===== src/wms_pkg.sv =====
// Purpose: constants and types for the wake-up and mode sequencer
// Assumes: one free-running low-frequency clock at 125 MHz nominal
// Notes:   timings derived from named times by expressions
package wms_pkg;

  localparam int unsigned CLK_HZ = 125_000_000;
  localparam int unsigned US_PER_S = 1_000_000;
  // switched output on-time and sampling instant, in microseconds
  localparam int unsigned SW_ON_US = 400;
  localparam int unsigned SAMPLE_US = 300;
  localparam int unsigned SW_ON_CYC = SW_ON_US * (CLK_HZ / US_PER_S);
  localparam int unsigned SAMPLE_CYC = SAMPLE_US * (CLK_HZ / US_PER_S);
  // reset pulse and configuration timeout, in milliseconds
  localparam int unsigned RST_PULSE_MS = 1;
  localparam int unsigned CFG_TMO_MS = 75;
  localparam int unsigned CYC_PER_MS = CLK_HZ / 1000;
  localparam int unsigned RST_PULSE_CYC = RST_PULSE_MS * CYC_PER_MS;
  localparam int unsigned CFG_TMO_CYC = CFG_TMO_MS * CYC_PER_MS;
  // cyclic periods in ms, index 0..7
  localparam int unsigned PER_MS_0 = 32;
  localparam int unsigned PER_MS_7 = 8192;
  localparam int unsigned CNT_W = 32;

  localparam int unsigned N_WAKE = 3;
  localparam int unsigned N_IRQ = 8;

  // irq source bit positions
  localparam int unsigned IRQ_BAT_OVER = 0;
  localparam int unsigned IRQ_BAT_UNDER = 1;
  localparam int unsigned IRQ_HOT = 2;
  localparam int unsigned IRQ_PREWARN = 3;
  localparam int unsigned IRQ_CAN_FAIL = 4;
  localparam int unsigned IRQ_SPI_ERR = 5;
  localparam int unsigned IRQ_LOCAL = 6;
  localparam int unsigned IRQ_BUS_WAKE = 7;

  typedef enum logic [2:0] {
    WMS_RESET   = 3'b000,
    WMS_NREQ    = 3'b001,
    WMS_NORMAL  = 3'b011,
    WMS_STANDBY = 3'b010,
    WMS_SLEEP   = 3'b110,
    WMS_EMERG   = 3'b111
  } wms_mode_e;

  typedef enum logic [1:0] {
    WMS_OPT_NONE = 2'h0,
    WMS_OPT_RISE = 2'h1,
    WMS_OPT_FALL = 2'h2,
    WMS_OPT_BOTH = 2'h3
  } wms_opt_e;

  // mode requests from the host register side
  typedef struct packed {
    logic req_normal;
    logic req_standby;
    logic req_sleep;
    logic configured;
  } wms_cmd_s;

  // synchronised analog comparator results
  typedef struct packed {
    logic main_reg_off;
    logic main_reg_uv;
    logic canh_below;
  } wms_cmp_s;

endpackage : wms_pkg


===== src/wms_sequencer.sv =====
// Purpose: mode, wake-up, reset and ground-offset logic of the sequencer
// Assumes: all inputs except asynchronous rst synchronous to mclk; comparators pre-synchronised
// Notes:   registers are plain ports; no bus in this block
// Behaviour
// - eight cyclic periods selected by timing field
// - switched output on 400 us each period
// - sample wake inputs 300 us after on
// - cyclic sensing only in sleep mode
// - cyclic sensing beats forced wake-up in sleep
// - permanent sensing normal/standby, gated by switched output
// - sleep: battery inputs permanent, switched inputs cyclic
// - live state, status flag, maskable interrupt
// - sleep wake sets flag, reset, then normal request
// - no detection in normal request or emergency
// - chip select fall wakes after regulator off
// - eight maskable interrupt sources drive interrupt
// - reset pin low for 1 ms
// - reset pin released by host enters normal request
// - two-bit ground offset level port unused; canh comparator result stored
// - canh below threshold at transmit fall sets flag
// - watchdog runs normal/standby; failure or undervoltage resets
// - sleep: regulators off, reset low, no interrupt
// - unconfigured 75 ms after forced wake returns sleep
// - cyclic wake needs two then two opposite samples
`timescale 1ns/1ps
module wms_sequencer
  import wms_pkg::*;
#(
  parameter int unsigned CFG_TMO = wms_pkg::CFG_TMO_CYC,
  parameter int unsigned RST_PULSE = wms_pkg::RST_PULSE_CYC,
  parameter int unsigned MS_CYC = wms_pkg::CYC_PER_MS
) (
  // clock and reset
  input  wire logic                         mclk,
  input  wire logic                         rst,
  // configuration
  input  wire logic [2:0]                   cyclic_timing_reg,
  input  wire logic                         cyclic_en,
  input  wire logic                         forced_wake_en,
  input  wire logic                         wake_from_switched,
  input  wire wms_pkg::wms_opt_e            wake_opt,
  input  wire logic [1:0]                   ground_offset_level,
  input  wire logic [wms_pkg::N_IRQ-1:0]    irq_mask,
  input  wire logic                         switched_on_req,
  input  wire wms_pkg::wms_cmd_s            cmd,
  // status clears, one-cycle pulses
  input  wire logic                         wake_status_clr,
  input  wire logic                         irq_two_clr,
  input  wire logic                         ground_offset_clr,
  // events and pins
  input  wire logic [wms_pkg::N_WAKE-1:0]   local_wake_inputs,
  input  wire logic [wms_pkg::N_IRQ-1:0]    irq_src,
  input  wire logic                         cs_n,
  input  wire logic                         can_tx,
  input  wire logic                         can_wake,
  input  wire logic                         wd_fail,
  input  wire wms_pkg::wms_cmp_s            cmp,
  input  wire logic                         rst_pin_in,
  // outputs
  output wms_pkg::wms_mode_e                mode,
  output logic                              main_regulator,
  output logic                              can_regulator,
  output logic                              switched_battery_out,
  output logic                              watchdog_run,
  output logic                              rst_pin_out,
  output logic                              rst_pin_oe,
  output logic                              irq_n,
  output logic [wms_pkg::N_WAKE-1:0]        wake_input_live_reg,
  output logic [wms_pkg::N_WAKE-1:0]        wake_input_status_reg,
  output logic                              irq_status_reg_two,
  output logic                              ground_offset_flag
);
  import wms_pkg::*;

  logic [CNT_W-1:0] per_cnt;
  logic [CNT_W-1:0] per_len;
  logic [CNT_W-1:0] rst_cnt;
  logic [CNT_W-1:0] tmo_cnt;
  logic             period_tick;
  logic             cyc_active;
  logic             fwu_active;
  logic             sample_now;
  logic [N_WAKE-1:0] s0;
  logic [N_WAKE-1:0] s1;
  logic [N_WAKE-1:0] s2;
  logic [N_WAKE-1:0] s3;
  logic [1:0]        nsamp;
  logic [N_WAKE-1:0] prev_in;
  logic [N_WAKE-1:0] perm_hit;
  logic [N_WAKE-1:0] cyc_hit;
  logic [N_WAKE-1:0] hit;
  logic              perm_en;
  logic              cs_prev;
  logic              tx_prev;
  logic              rst_in_prev;
  logic              host_rst_rel;
  logic              cs_wake;
  logic              forced_wu;
  logic              from_forced;
  logic              pulse_busy;
  logic              go_reset;
  logic              in_sleep;
  logic              canh_low;

  assign in_sleep = (mode == WMS_SLEEP);
  assign cyc_active = in_sleep && cyclic_en;
  assign fwu_active = in_sleep && forced_wake_en && !cyclic_en;

  // period length: 32 ms doubling, top code jumps to 8192 ms
  always_comb begin
    if (cyclic_timing_reg == 3'h7) begin
      per_len = CNT_W'(PER_MS_7) * CNT_W'(MS_CYC);
    end else begin
      per_len = (CNT_W'(PER_MS_0) << cyclic_timing_reg) * CNT_W'(MS_CYC);
    end
  end

  assign period_tick = (per_cnt >= per_len - 1'b1);

  // period counter runs in sleep only
  always_ff @(posedge mclk or posedge rst) begin
    if (rst) begin
      per_cnt <= '0;
    end else if (!(cyc_active || fwu_active) || period_tick) begin
      per_cnt <= '0;
    end else begin
      per_cnt <= per_cnt + 1'b1;
    end
  end

  // switched output: cyclic window or software request in normal and standby
  always_ff @(posedge mclk or posedge rst) begin
    if (rst) begin
      switched_battery_out <= 1'b0;
    end else if (in_sleep) begin
      switched_battery_out <= cyc_active && (per_cnt < CNT_W'(SW_ON_CYC));
    end else begin
      switched_battery_out <= switched_on_req &&
        (mode == WMS_NORMAL || mode == WMS_STANDBY);
    end
  end

  assign sample_now = cyc_active && (per_cnt == CNT_W'(SAMPLE_CYC));

  // four-deep sample history for cyclic edge validation
  always_ff @(posedge mclk or posedge rst) begin
    if (rst) begin
      s0 <= '0;
      s1 <= '0;
      s2 <= '0;
      s3 <= '0;
      nsamp <= 2'h0;
    end else if (!cyc_active) begin
      nsamp <= 2'h0;
    end else if (sample_now) begin
      s0 <= local_wake_inputs;
      s1 <= s0;
      s2 <= s1;
      s3 <= s2;
      if (nsamp != 2'h3) begin
        nsamp <= nsamp + 2'h1;
      end
    end
  end

  // oldest to newest: s3 s2 s1 s0
  always_comb begin
    for (int i = 0; i < N_WAKE; i++) begin
      cyc_hit[i] = 1'b0;
      if (nsamp == 2'h3 && sample_now) begin
        case (wake_opt)
          WMS_OPT_RISE: cyc_hit[i] = !s2[i] && !s1[i] && s0[i] &&
                                     local_wake_inputs[i];
          WMS_OPT_FALL: cyc_hit[i] = s2[i] && s1[i] && !s0[i] &&
                                     !local_wake_inputs[i];
          WMS_OPT_BOTH: cyc_hit[i] = (s2[i] == s1[i]) &&
                                     (s0[i] != s1[i]) &&
                                     (local_wake_inputs[i] == s0[i]);
          default:      cyc_hit[i] = 1'b0;
        endcase
      end
    end
  end

  // permanent sensing enable per mode and supply choice
  always_comb begin
    case (mode)
      WMS_NORMAL, WMS_STANDBY:
        perm_en = !wake_from_switched || switched_battery_out;
      WMS_SLEEP:
        perm_en = !wake_from_switched;
      default:
        perm_en = 1'b0;
    endcase
  end

  always_comb begin
    for (int i = 0; i < N_WAKE; i++) begin
      case (wake_opt)
        WMS_OPT_RISE: perm_hit[i] = !prev_in[i] && local_wake_inputs[i];
        WMS_OPT_FALL: perm_hit[i] = prev_in[i] && !local_wake_inputs[i];
        WMS_OPT_BOTH: perm_hit[i] = prev_in[i] != local_wake_inputs[i];
        default:      perm_hit[i] = 1'b0;
      endcase
    end
  end

  assign hit = (perm_en ? perm_hit : '0) |
               ((in_sleep && wake_from_switched) ? cyc_hit : '0);

  // live state and edge reference
  always_ff @(posedge mclk or posedge rst) begin
    if (rst) begin
      prev_in <= '0;
      wake_input_live_reg <= '0;
    end else begin
      prev_in <= local_wake_inputs;
      if (mode == WMS_NORMAL || mode == WMS_STANDBY) begin
        wake_input_live_reg <= local_wake_inputs;
      end
    end
  end

  // sticky wake status, set wins over clear
  always_ff @(posedge mclk or posedge rst) begin
    if (rst) begin
      wake_input_status_reg <= '0;
    end else begin
      wake_input_status_reg <= (wake_status_clr ? '0 : wake_input_status_reg)
                               | hit;
    end
  end

  // chip select wake once main regulator is fully off
  assign cs_wake = in_sleep && cmp.main_reg_off && cs_prev && !cs_n;

  always_ff @(posedge mclk or posedge rst) begin
    if (rst) begin
      cs_prev <= 1'b1;
      irq_status_reg_two <= 1'b0;
    end else begin
      cs_prev <= cs_n;
      irq_status_reg_two <= (irq_two_clr ? 1'b0 : irq_status_reg_two)
                            | cs_wake;
    end
  end

  // ground offset capture at transmit falling edge
  always_comb begin
    canh_low = cmp.canh_below;
  end

  always_ff @(posedge mclk or posedge rst) begin
    if (rst) begin
      tx_prev <= 1'b1;
      ground_offset_flag <= 1'b0;
    end else begin
      tx_prev <= can_tx;
      ground_offset_flag <= (ground_offset_clr ? 1'b0 : ground_offset_flag)
                            | (tx_prev && !can_tx && canh_low);
    end
  end

  assign forced_wu = fwu_active && period_tick;
  assign host_rst_rel = !rst_in_prev && rst_pin_in && !pulse_busy;
  assign go_reset = ((mode == WMS_NORMAL || mode == WMS_STANDBY) &&
                     wd_fail) ||
                    (mode != WMS_SLEEP && mode != WMS_EMERG &&
                     cmp.main_reg_uv);

  // mode machine
  always_ff @(posedge mclk or posedge rst) begin
    if (rst) begin
      mode <= WMS_RESET;
      from_forced <= 1'b0;
    end else if (go_reset) begin
      mode <= WMS_RESET;
    end else begin
      unique case (mode)
        WMS_RESET: begin
          if (!pulse_busy) begin
            mode <= WMS_NREQ;
          end
        end
        WMS_NREQ: begin
          if (cmd.configured) begin
            mode <= WMS_NORMAL;
            from_forced <= 1'b0;
          end else if (from_forced && tmo_cnt >= CNT_W'(CFG_TMO)) begin
            mode <= WMS_SLEEP;
            from_forced <= 1'b0;
          end
        end
        WMS_NORMAL, WMS_STANDBY: begin
          if (host_rst_rel) begin
            mode <= WMS_NREQ;
          end else if (cmd.req_sleep) begin
            mode <= WMS_SLEEP;
          end else if (cmd.req_standby) begin
            mode <= WMS_STANDBY;
          end else if (cmd.req_normal) begin
            mode <= WMS_NORMAL;
          end
        end
        WMS_SLEEP: begin
          if (|hit || cs_wake || can_wake || forced_wu) begin
            mode <= WMS_RESET;
            from_forced <= forced_wu;
          end
        end
        WMS_EMERG: begin
          if (host_rst_rel) begin
            mode <= WMS_NREQ;
          end
        end
      endcase
    end
  end

  // configuration timeout counter in normal request
  always_ff @(posedge mclk or posedge rst) begin
    if (rst) begin
      tmo_cnt <= '0;
    end else if (mode == WMS_NREQ) begin
      tmo_cnt <= tmo_cnt + 1'b1;
    end else begin
      tmo_cnt <= '0;
    end
  end

  // reset pulse width counter
  always_ff @(posedge mclk or posedge rst) begin
    if (rst) begin
      rst_cnt <= '0;
    end else if (mode == WMS_RESET && rst_cnt < CNT_W'(RST_PULSE)) begin
      rst_cnt <= rst_cnt + 1'b1;
    end else if (mode != WMS_RESET) begin
      rst_cnt <= '0;
    end
  end

  assign pulse_busy = (mode == WMS_RESET) &&
                      (rst_cnt < CNT_W'(RST_PULSE) - 1'b1);

  always_ff @(posedge mclk or posedge rst) begin
    if (rst) begin
      rst_in_prev <= 1'b1;
    end else begin
      rst_in_prev <= rst_pin_in;
    end
  end

  // reset pin driven low in reset, sleep and emergency; oe low = drive
  assign rst_pin_out = 1'b0;
  assign rst_pin_oe = !(mode == WMS_RESET || mode == WMS_SLEEP ||
                        mode == WMS_EMERG);

  assign main_regulator = !(mode == WMS_SLEEP || mode == WMS_EMERG);
  assign can_regulator = (mode == WMS_NORMAL);
  assign watchdog_run = (mode == WMS_NORMAL || mode == WMS_STANDBY);

  // interrupt: any unmasked source, only in normal and standby
  // local source follows the sticky status so the pin stands until clear
  always_ff @(posedge mclk or posedge rst) begin
    if (rst) begin
      irq_n <= 1'b1;
    end else begin
      irq_n <= !(watchdog_run &&
                 |((irq_src |
                    ((|wake_input_status_reg) ? N_IRQ'(1) << IRQ_LOCAL : '0))
                   & ~irq_mask));
    end
  end

endmodule : wms_sequencer


===== config.mk =====
export PLATFORM = sky130hd
export DESIGN_NAME = wms_sequencer
export DESIGN_NICKNAME = d
export VERILOG_FILES = /design/src/wms_pkg.sv /design/src/wms_sequencer.sv
export SDC_FILE = /design/constraint.sdc
export NUM_CORES = 1
export LEC_CHECK = 0
export ABC_AREA = 1
export ABC_CLOCK_PERIOD_IN_PS = 4850
export BUFFER_PORTS_ARGS = -buffer_cell sky130_fd_sc_hd__buf_4
export CAP_MARGIN = 10
export CORE_ASPECT_RATIO = 1.2
export CORE_UTILIZATION = 50
export CTS_CLUSTER_SIZE = 16
export DETAILED_ROUTE_END_ITERATION = 6
export GPL_ROUTABILITY_DRIVEN = 0
export PLACE_DENSITY = 0.67
export SKIP_LAST_GASP = 1
export SLEW_MARGIN = 5
export SYNTH_ARGS = -nofsm -noshare
export SYNTH_HDL_FRONTEND = slang
export SYNTH_SLANG_ARGS = --single-unit

===== constraint.sdc =====
create_clock -name mclk -period 4.85 [get_ports mclk]
set_clock_uncertainty 0.2 [all_clocks]
set_input_delay 0.2425 -clock mclk [delete_from_list [all_inputs] [get_ports mclk]]
set_output_delay 0.2425 -clock mclk [all_outputs]
set_load 0.02 [all_outputs]

### Word level (Yosys, flattened, before mapping)

Index checks and enable logic that the tools add are counted.
Widths: inputs -> output; s select.

* bitwise gates (word level): 8
* muxes and demuxes: 40
* shift operators: 1
* add/subtract/negate cells: 5
* multipliers: 1
* reductions and logical operators: 101
* equal/unequal tests: 35
* $lt $le $gt $ge: 5

Operators with widths (number)
* $mux 32: 5
* $add 32x1->32 const B: 3
* $lt 32x17->1 const B: 2
* $logic_and 1x1->1: 53
* $mux 3: 13
* $eq 32x16->1 const B: 1
* $ge 32x24->1 const B: 1
* $ge 32x32->1: 1
* $lt 32x16->1 const B: 1
* $mul 32x14->29 const B: 1
* $shl 6x3->32 const A: 1
* $sub 32x1->32 const B: 1
* $logic_not 1->1: 25
* $pmux 1 s3: 6
* $ne 3x3->1 const B: 5
* $pmux 3 s5: 1
* $logic_or 1x1->1: 11
* $eq 3x3->1 const B: 3
* $mux 1: 9
* $and 8x8->8: 1
* $not 8->8: 1
* $or 8x7->8: 1
* $reduce_or 8->1: 1
* $mux 7: 1
* other kinds (25): 48

* output and inout bits: 18
* word-level logic and storage cells: 215
* bits in registers: 127

### Depth between registers and ports, before layout

* word-level depth: 15
* gate-level depth with buffers: 39
* depth with buffers taken out: 39

### Worst setup path after synthesis

Ideal clock, no wire load.

* kind: input port to flip-flop
* start point: input port cyclic_timing_reg[1]
* end point: register per_cnt[12]
* arrival time: 5.699 ns
* stages: 29
* setup time: 0.135 ns
* buffers on the path: 2
* path slack: -1.183 ns
* path through: buf_6 > inv_2 > nand2_1 > nor2_1 > fa_1 > fa_1 > fa_1 > ha_1 > ha_1 > ha_1 > ha_1 > nand4_1 > nor3_1 > o21ai_0 > nand3_1 > inv_2 > nor2_2 > inv_2 > nand3_1 > nand2_1 > ha_1 > nand2_1 > nor2_1 > nand4_1 > nor4_1 > nand2_1 > o2111ai_1 > clkbuf_1 > nor3b_1

* cells in the longest elaborated chain, start to end: 7
* elaborated cells on any way between the ends: 8
* classes of those cells: add/sub (1); mul (1); order compare (1); eq/ne (1); shift (1); mux (2); reduce/logical (1)

Ends and longest elaborated chain
* start: declaration: line wms_sequencer.sv:37 `input wire logic [2:0] cyclic_timing_reg,`
* $shl 6x3->32: line wms_sequencer.sv:114 `per_len = (CNT_W'(PER_MS_0) << cyclic_timing_reg) * CNT_W'(MS_CYC);`
* $mul 32x14->29: line wms_sequencer.sv:114
* $mux 32 (*): line wms_sequencer.sv:111 `if (cyclic_timing_reg == 3'h7) begin`
* $sub 32x1->32 (*): line wms_sequencer.sv:118 `assign period_tick = (per_cnt >= per_len - 1'b1);`
* $ge 32x32->1 (*): line wms_sequencer.sv:118
* $logic_or 1x1->1 (*): line wms_sequencer.sv:124 `end else if (!(cyc_active || fwu_active) || period_tick) begin`
* $mux 32 (*): line wms_sequencer.sv:124
* end signal: assignment: line wms_sequencer.sv:127 `per_cnt <= per_cnt + 1'b1;`
* end: declaration: line wms_sequencer.sv:75 `logic [CNT_W-1:0] per_cnt;`

Every way passes the cells marked *; elsewhere a longest branch is shown, timed or not.
A chain may end at the register's enable or synchronous reset.

### Worst setup path in the final report

* start point: input port cyclic_timing_reg[1]
* end point: register per_cnt[17]

The elaborated chain is that of the path after synthesis.

==> results.py <==
metrics = {
    "synthesis": {
        "yosysTopAreaCellShare_pct": 32.4,
        "synth_xor_area_share_pct": 3.87,
        "synth_edf_count": 0,
        "syn_inst": 1246,
        "synth_fa_ha_area_share_pct": 16.0,
        "synth_area_per_cell_um2": 7.62,
        "ys_types": 50,
        "synthesis.area_um2": 9500,
        "synth_top_flop_cell": "dfrtp_1",
        "synth_area_leader_cell": "dfrtp_1",
        "synth_compound_area_share_pct": 8.85,
        "synthTopCellsByArea": "dfrtp_1, ha_1, nand2_1",
        "async_flop_share_pct": 100,
        "synth.area.mux_share_pct": 0,
        "ys_warn_count": 0,
        "synth-seq-cells": 127,
        "synth_top_family_by_area": "simple AND/OR/NAND/NOR gates",
        "yosysSeqAreaShare_pct": 33.5,
        "synthSimpleGateAreaFrac_pct": 28.3,
    },
    "drt": {
        "met3_length_um": 594,
        "drt_iter0_drc": 494,
        "top_layer": "met4",
        "ant_nets": 0,
        "wl_met2_um": 11300,
        "wire_per_inst_um": 13.7,
        "first_pass_iters": 5,
        "vias": 8533,
        "drc": 0,
        "drt-vias-per-instance": 5.15,
        "wl_um": 22700,
        "wl_met1_um": 10400,
    },
    "pwr": {
        "p_switching_w": 0.000724,
        "p_int_w": 0.00207,
        "combPwrFrac_pct": 19.3,
        "p_sw_share_pct": 25.9,
        "p_seq_share_pct": 38.2,
        "vdd_drop_max_mv": 0.267,
        "clkPwrFrac_pct": 42.5,
        "leakage_nw": 5.72,
        "power.density_nw_per_um2": 234,
    },
    "floorplan": {
        "io_pins": 65,
        "start_util_pct": 51.7,
        "rows": 54,
        "die_w_um": 128,
        "core_area_um2": 18400,
        "die-height_um": 153,
        "die_area_um2": 19600,
    },
    "worst_setup_path": {
        "path_buf_inv": 8,
        "crit_type": "input pin to register",
        "crit_path_start_kind": "input pin",
        "cp_slowest_cell": "fa_1",
        "crit_top_cell": "nand2_1",
        "crit_family": "adder cells",
        "max_stage_delay_ns": 0.53,
        "path_max_fanout": 8,
        "worstPathArrival_ns": 5.62,
        "cp.required_ns": 4.94,
        "critPathCaptureType": "register",
    },
    "sta": {
        "fmax_mhz": 181,
        "post-route-period-util_pct": 114,
        "layout_setup_ws_ns": -0.676,
        "tns_ns": -22.74,
        "min_period_ns": 5.53,
        "rsz0062_at_grt": "true",
        "slew-limit-headroom_pct": 53.3,
        "final_max_slew_viol_count": 0,
        "hold_viol_final": 0,
        "worst_pin_slew_ns": 0.700,
        "finalSetupViolations": 35,
    },
    "final_layout": {
        "largestRegisters": "per_cnt: 32 flops, rst_cnt: 32 flops, tmo_cnt: 32 flops",
        "diodes": 0,
        "nFillCells": 1634,
        "multiInputGateArea_um2": 5880,
        "final_util_pct": 64.9,
        "final_cell_mix": "nand2_1, inv_1, nor2_1",
        "regArea_um2": 3180,
        "syn_to_final_growth_pct": 25.5,
        "final_common_cell": "nand2_1",
        "design_area_um2": 11900,
        "layout-drive-gt1-share_pct": 19.6,
        "fin_nets": 1556,
    },
    "clock_tree": {
        "clk_latency_ns": 0.42,
        "cts_sinks": 127,
        "cts_tree": "done",
        "cts_root_buffer": "clkbuf_16",
        "cts_buffer_depth": 2,
        "clk_pin_slew_worst_paths_ns": 0.06,
        "cts_inserted_buffers": 17,
        "h-tree-depth": 4,
    },
    "global_route": {
        "grt_pass1_vias": 8283,
        "antenna_found_initial": 0,
        "grt.total_usage_pct": 24.5,
        "overflow": 0,
        "grt_max_degree": 52,
        "grt_pass1_wl_um": 38500,
    },
    "outcome": {
        "violations": "setup timing",
        "status": "finished with violations",
    },
    "place": {
        "dpl_cell_area_um2": 10900,
        "dp_hpwl_um": 17100,
        "pre_cts_ws_ns": -1.17,
        "io_buffers": 61,
    },
    "min_path": {
        "hold_path_class": "input pin to register",
    },
    "run": {
        "maxCapViolations": 0,
    },
}
[cells in the mapped netlist, types with 2 or more instances]
master / number
nand3_2: 4
buf_2: 4
nor3_1: 38
a41oi_1: 2
nand2_2: 10
inv_1: 203
o211ai_1: 3
dfstp_2: 4
nand3b_1: 3
dfrtp_1: 123
nor4_1: 15
nor3b_1: 8
nand2_1: 210
o22ai_1: 7
o21bai_1: 4
inv_2: 7
a211oi_1: 3
and3_1: 3
o2111ai_1: 2
ha_1: 101
o21a_1: 6
nor2_1: 159
buf_6: 3
nand3_1: 67
fa_1: 13
clkbuf_1: 11
or2_2: 2
nand4_1: 37
nor2_2: 17
xor2_1: 27
a31oi_1: 4
nor3_2: 5
nor3b_2: 2
xnor2_1: 15
a21oi_1: 55
o21ai_0: 55
[cell type report]
class	instances	share of cell area, %
sequential	127	26.7
multi-input combinational	894	49.3
timing repair buffer	145	10.0
tap	252	2.65
clock buffer	22	3.73
inverter	210	6.84
clock inverter	7	0.766
[worst paths after layout]
| check | endpoint | from | cells past startpoint | slack [ns] |
|---|---|---|---|---|
| setup reg to reg | mode[2]$_DFFE_PP0P_ | mode[1]$_DFFE_PP0P_ | 11 | 2.03 |
| min in group asynchronous | rst_cnt[11]$_DFFE_PP0P_ | rst | 3 | 0.27 |
| max in group asynchronous | per_cnt[12]$_DFF_PP0_ | rst | 4 | 3.13 |
| hold reg to reg | tmo_cnt[0]$_DFF_PP0_ | tmo_cnt[0]$_DFF_PP0_ | 1 | 0.26 |
| setup / recovery | per_cnt[17]$_DFF_PP0_ | cyclic_timing_reg[1] | 33 | -0.68 |
| hold / removal | mode[2]$_DFFE_PP0P_ | cmd[1] | 5 | 0.06 |
[power groups by stage]
stage | Combinational [W] | Sequential (W) | Clock, W
finish | 0.000538 | 0.00107 | 0.00118
global placement | 0.000470 | 0.00108 | 0
CTS | 0.000504 | 0.00107 | 0.00120
floorplan | 0.000310 | 0.00109 | 0
detailed placement | 0.000479 | 0.00108 | 0
global route | 0.000609 | 0.00107 | 0.00125
[metal layers]
| metal | vias to the layer above | global-route usage [%] |
|---|---|---|
| li1 | 4368 | - |
| met1 | 3990 | 31.5 |
| met2 | 140 | 41.9 |
| met3 | 35 | 3.82 |
| met4 | 0 | 8.35 |
| met5 | - | 0 |
[cells by family (layout without fill, tap and decap cells)]
| group | Yosys count | in the layout |
|---|---|---|
| AND/OR/NAND/NOR | 584 | 584 |
| buffers and inverters | 229 | 384 |
| AO/OA/AOI/OAI | 149 | 149 |
| flip-flops | 127 | 127 |
| adder cells (fa/ha/maj) | 114 | 114 |
| XOR/XNOR | 42 | 42 |
| other | 1 | 5 |
[repair_timing]
| item | in CTS | in global routing |
|---|---|---|
| setup endpoints to repair | 35 | 35 |
| gates resized for setup | 29 | 31 |
| hold endpoints to repair | 69 | 0 |
| setup buffers | 8 | 4 |
| hold buffers | 19 | 0 |
| pin swaps | 20 | 35 |
[worst register-to-register path: cells and delay by family (launching register included)]
kind | cells | cell delay, ns
buffers and inverters | 1 | 0.15
DFF | 1 | 0.49
and+or+nand+nor | 10 | 1.87
[metrics by stage]
stage	instances	hold WS (ns)	power [W]
3_5_place_dp	1597	0.161	0.00156
3_3_place_gp	1597	0.158	0.00155
6_report	1657	0.0643	0.00279
2_1_floorplan	1250	0.0470	0.00140
4_1_cts	1653	0.0552	0.00277
5_1_grt	1657	0.113	0.00292
Power figures use the tool's default switching activity.
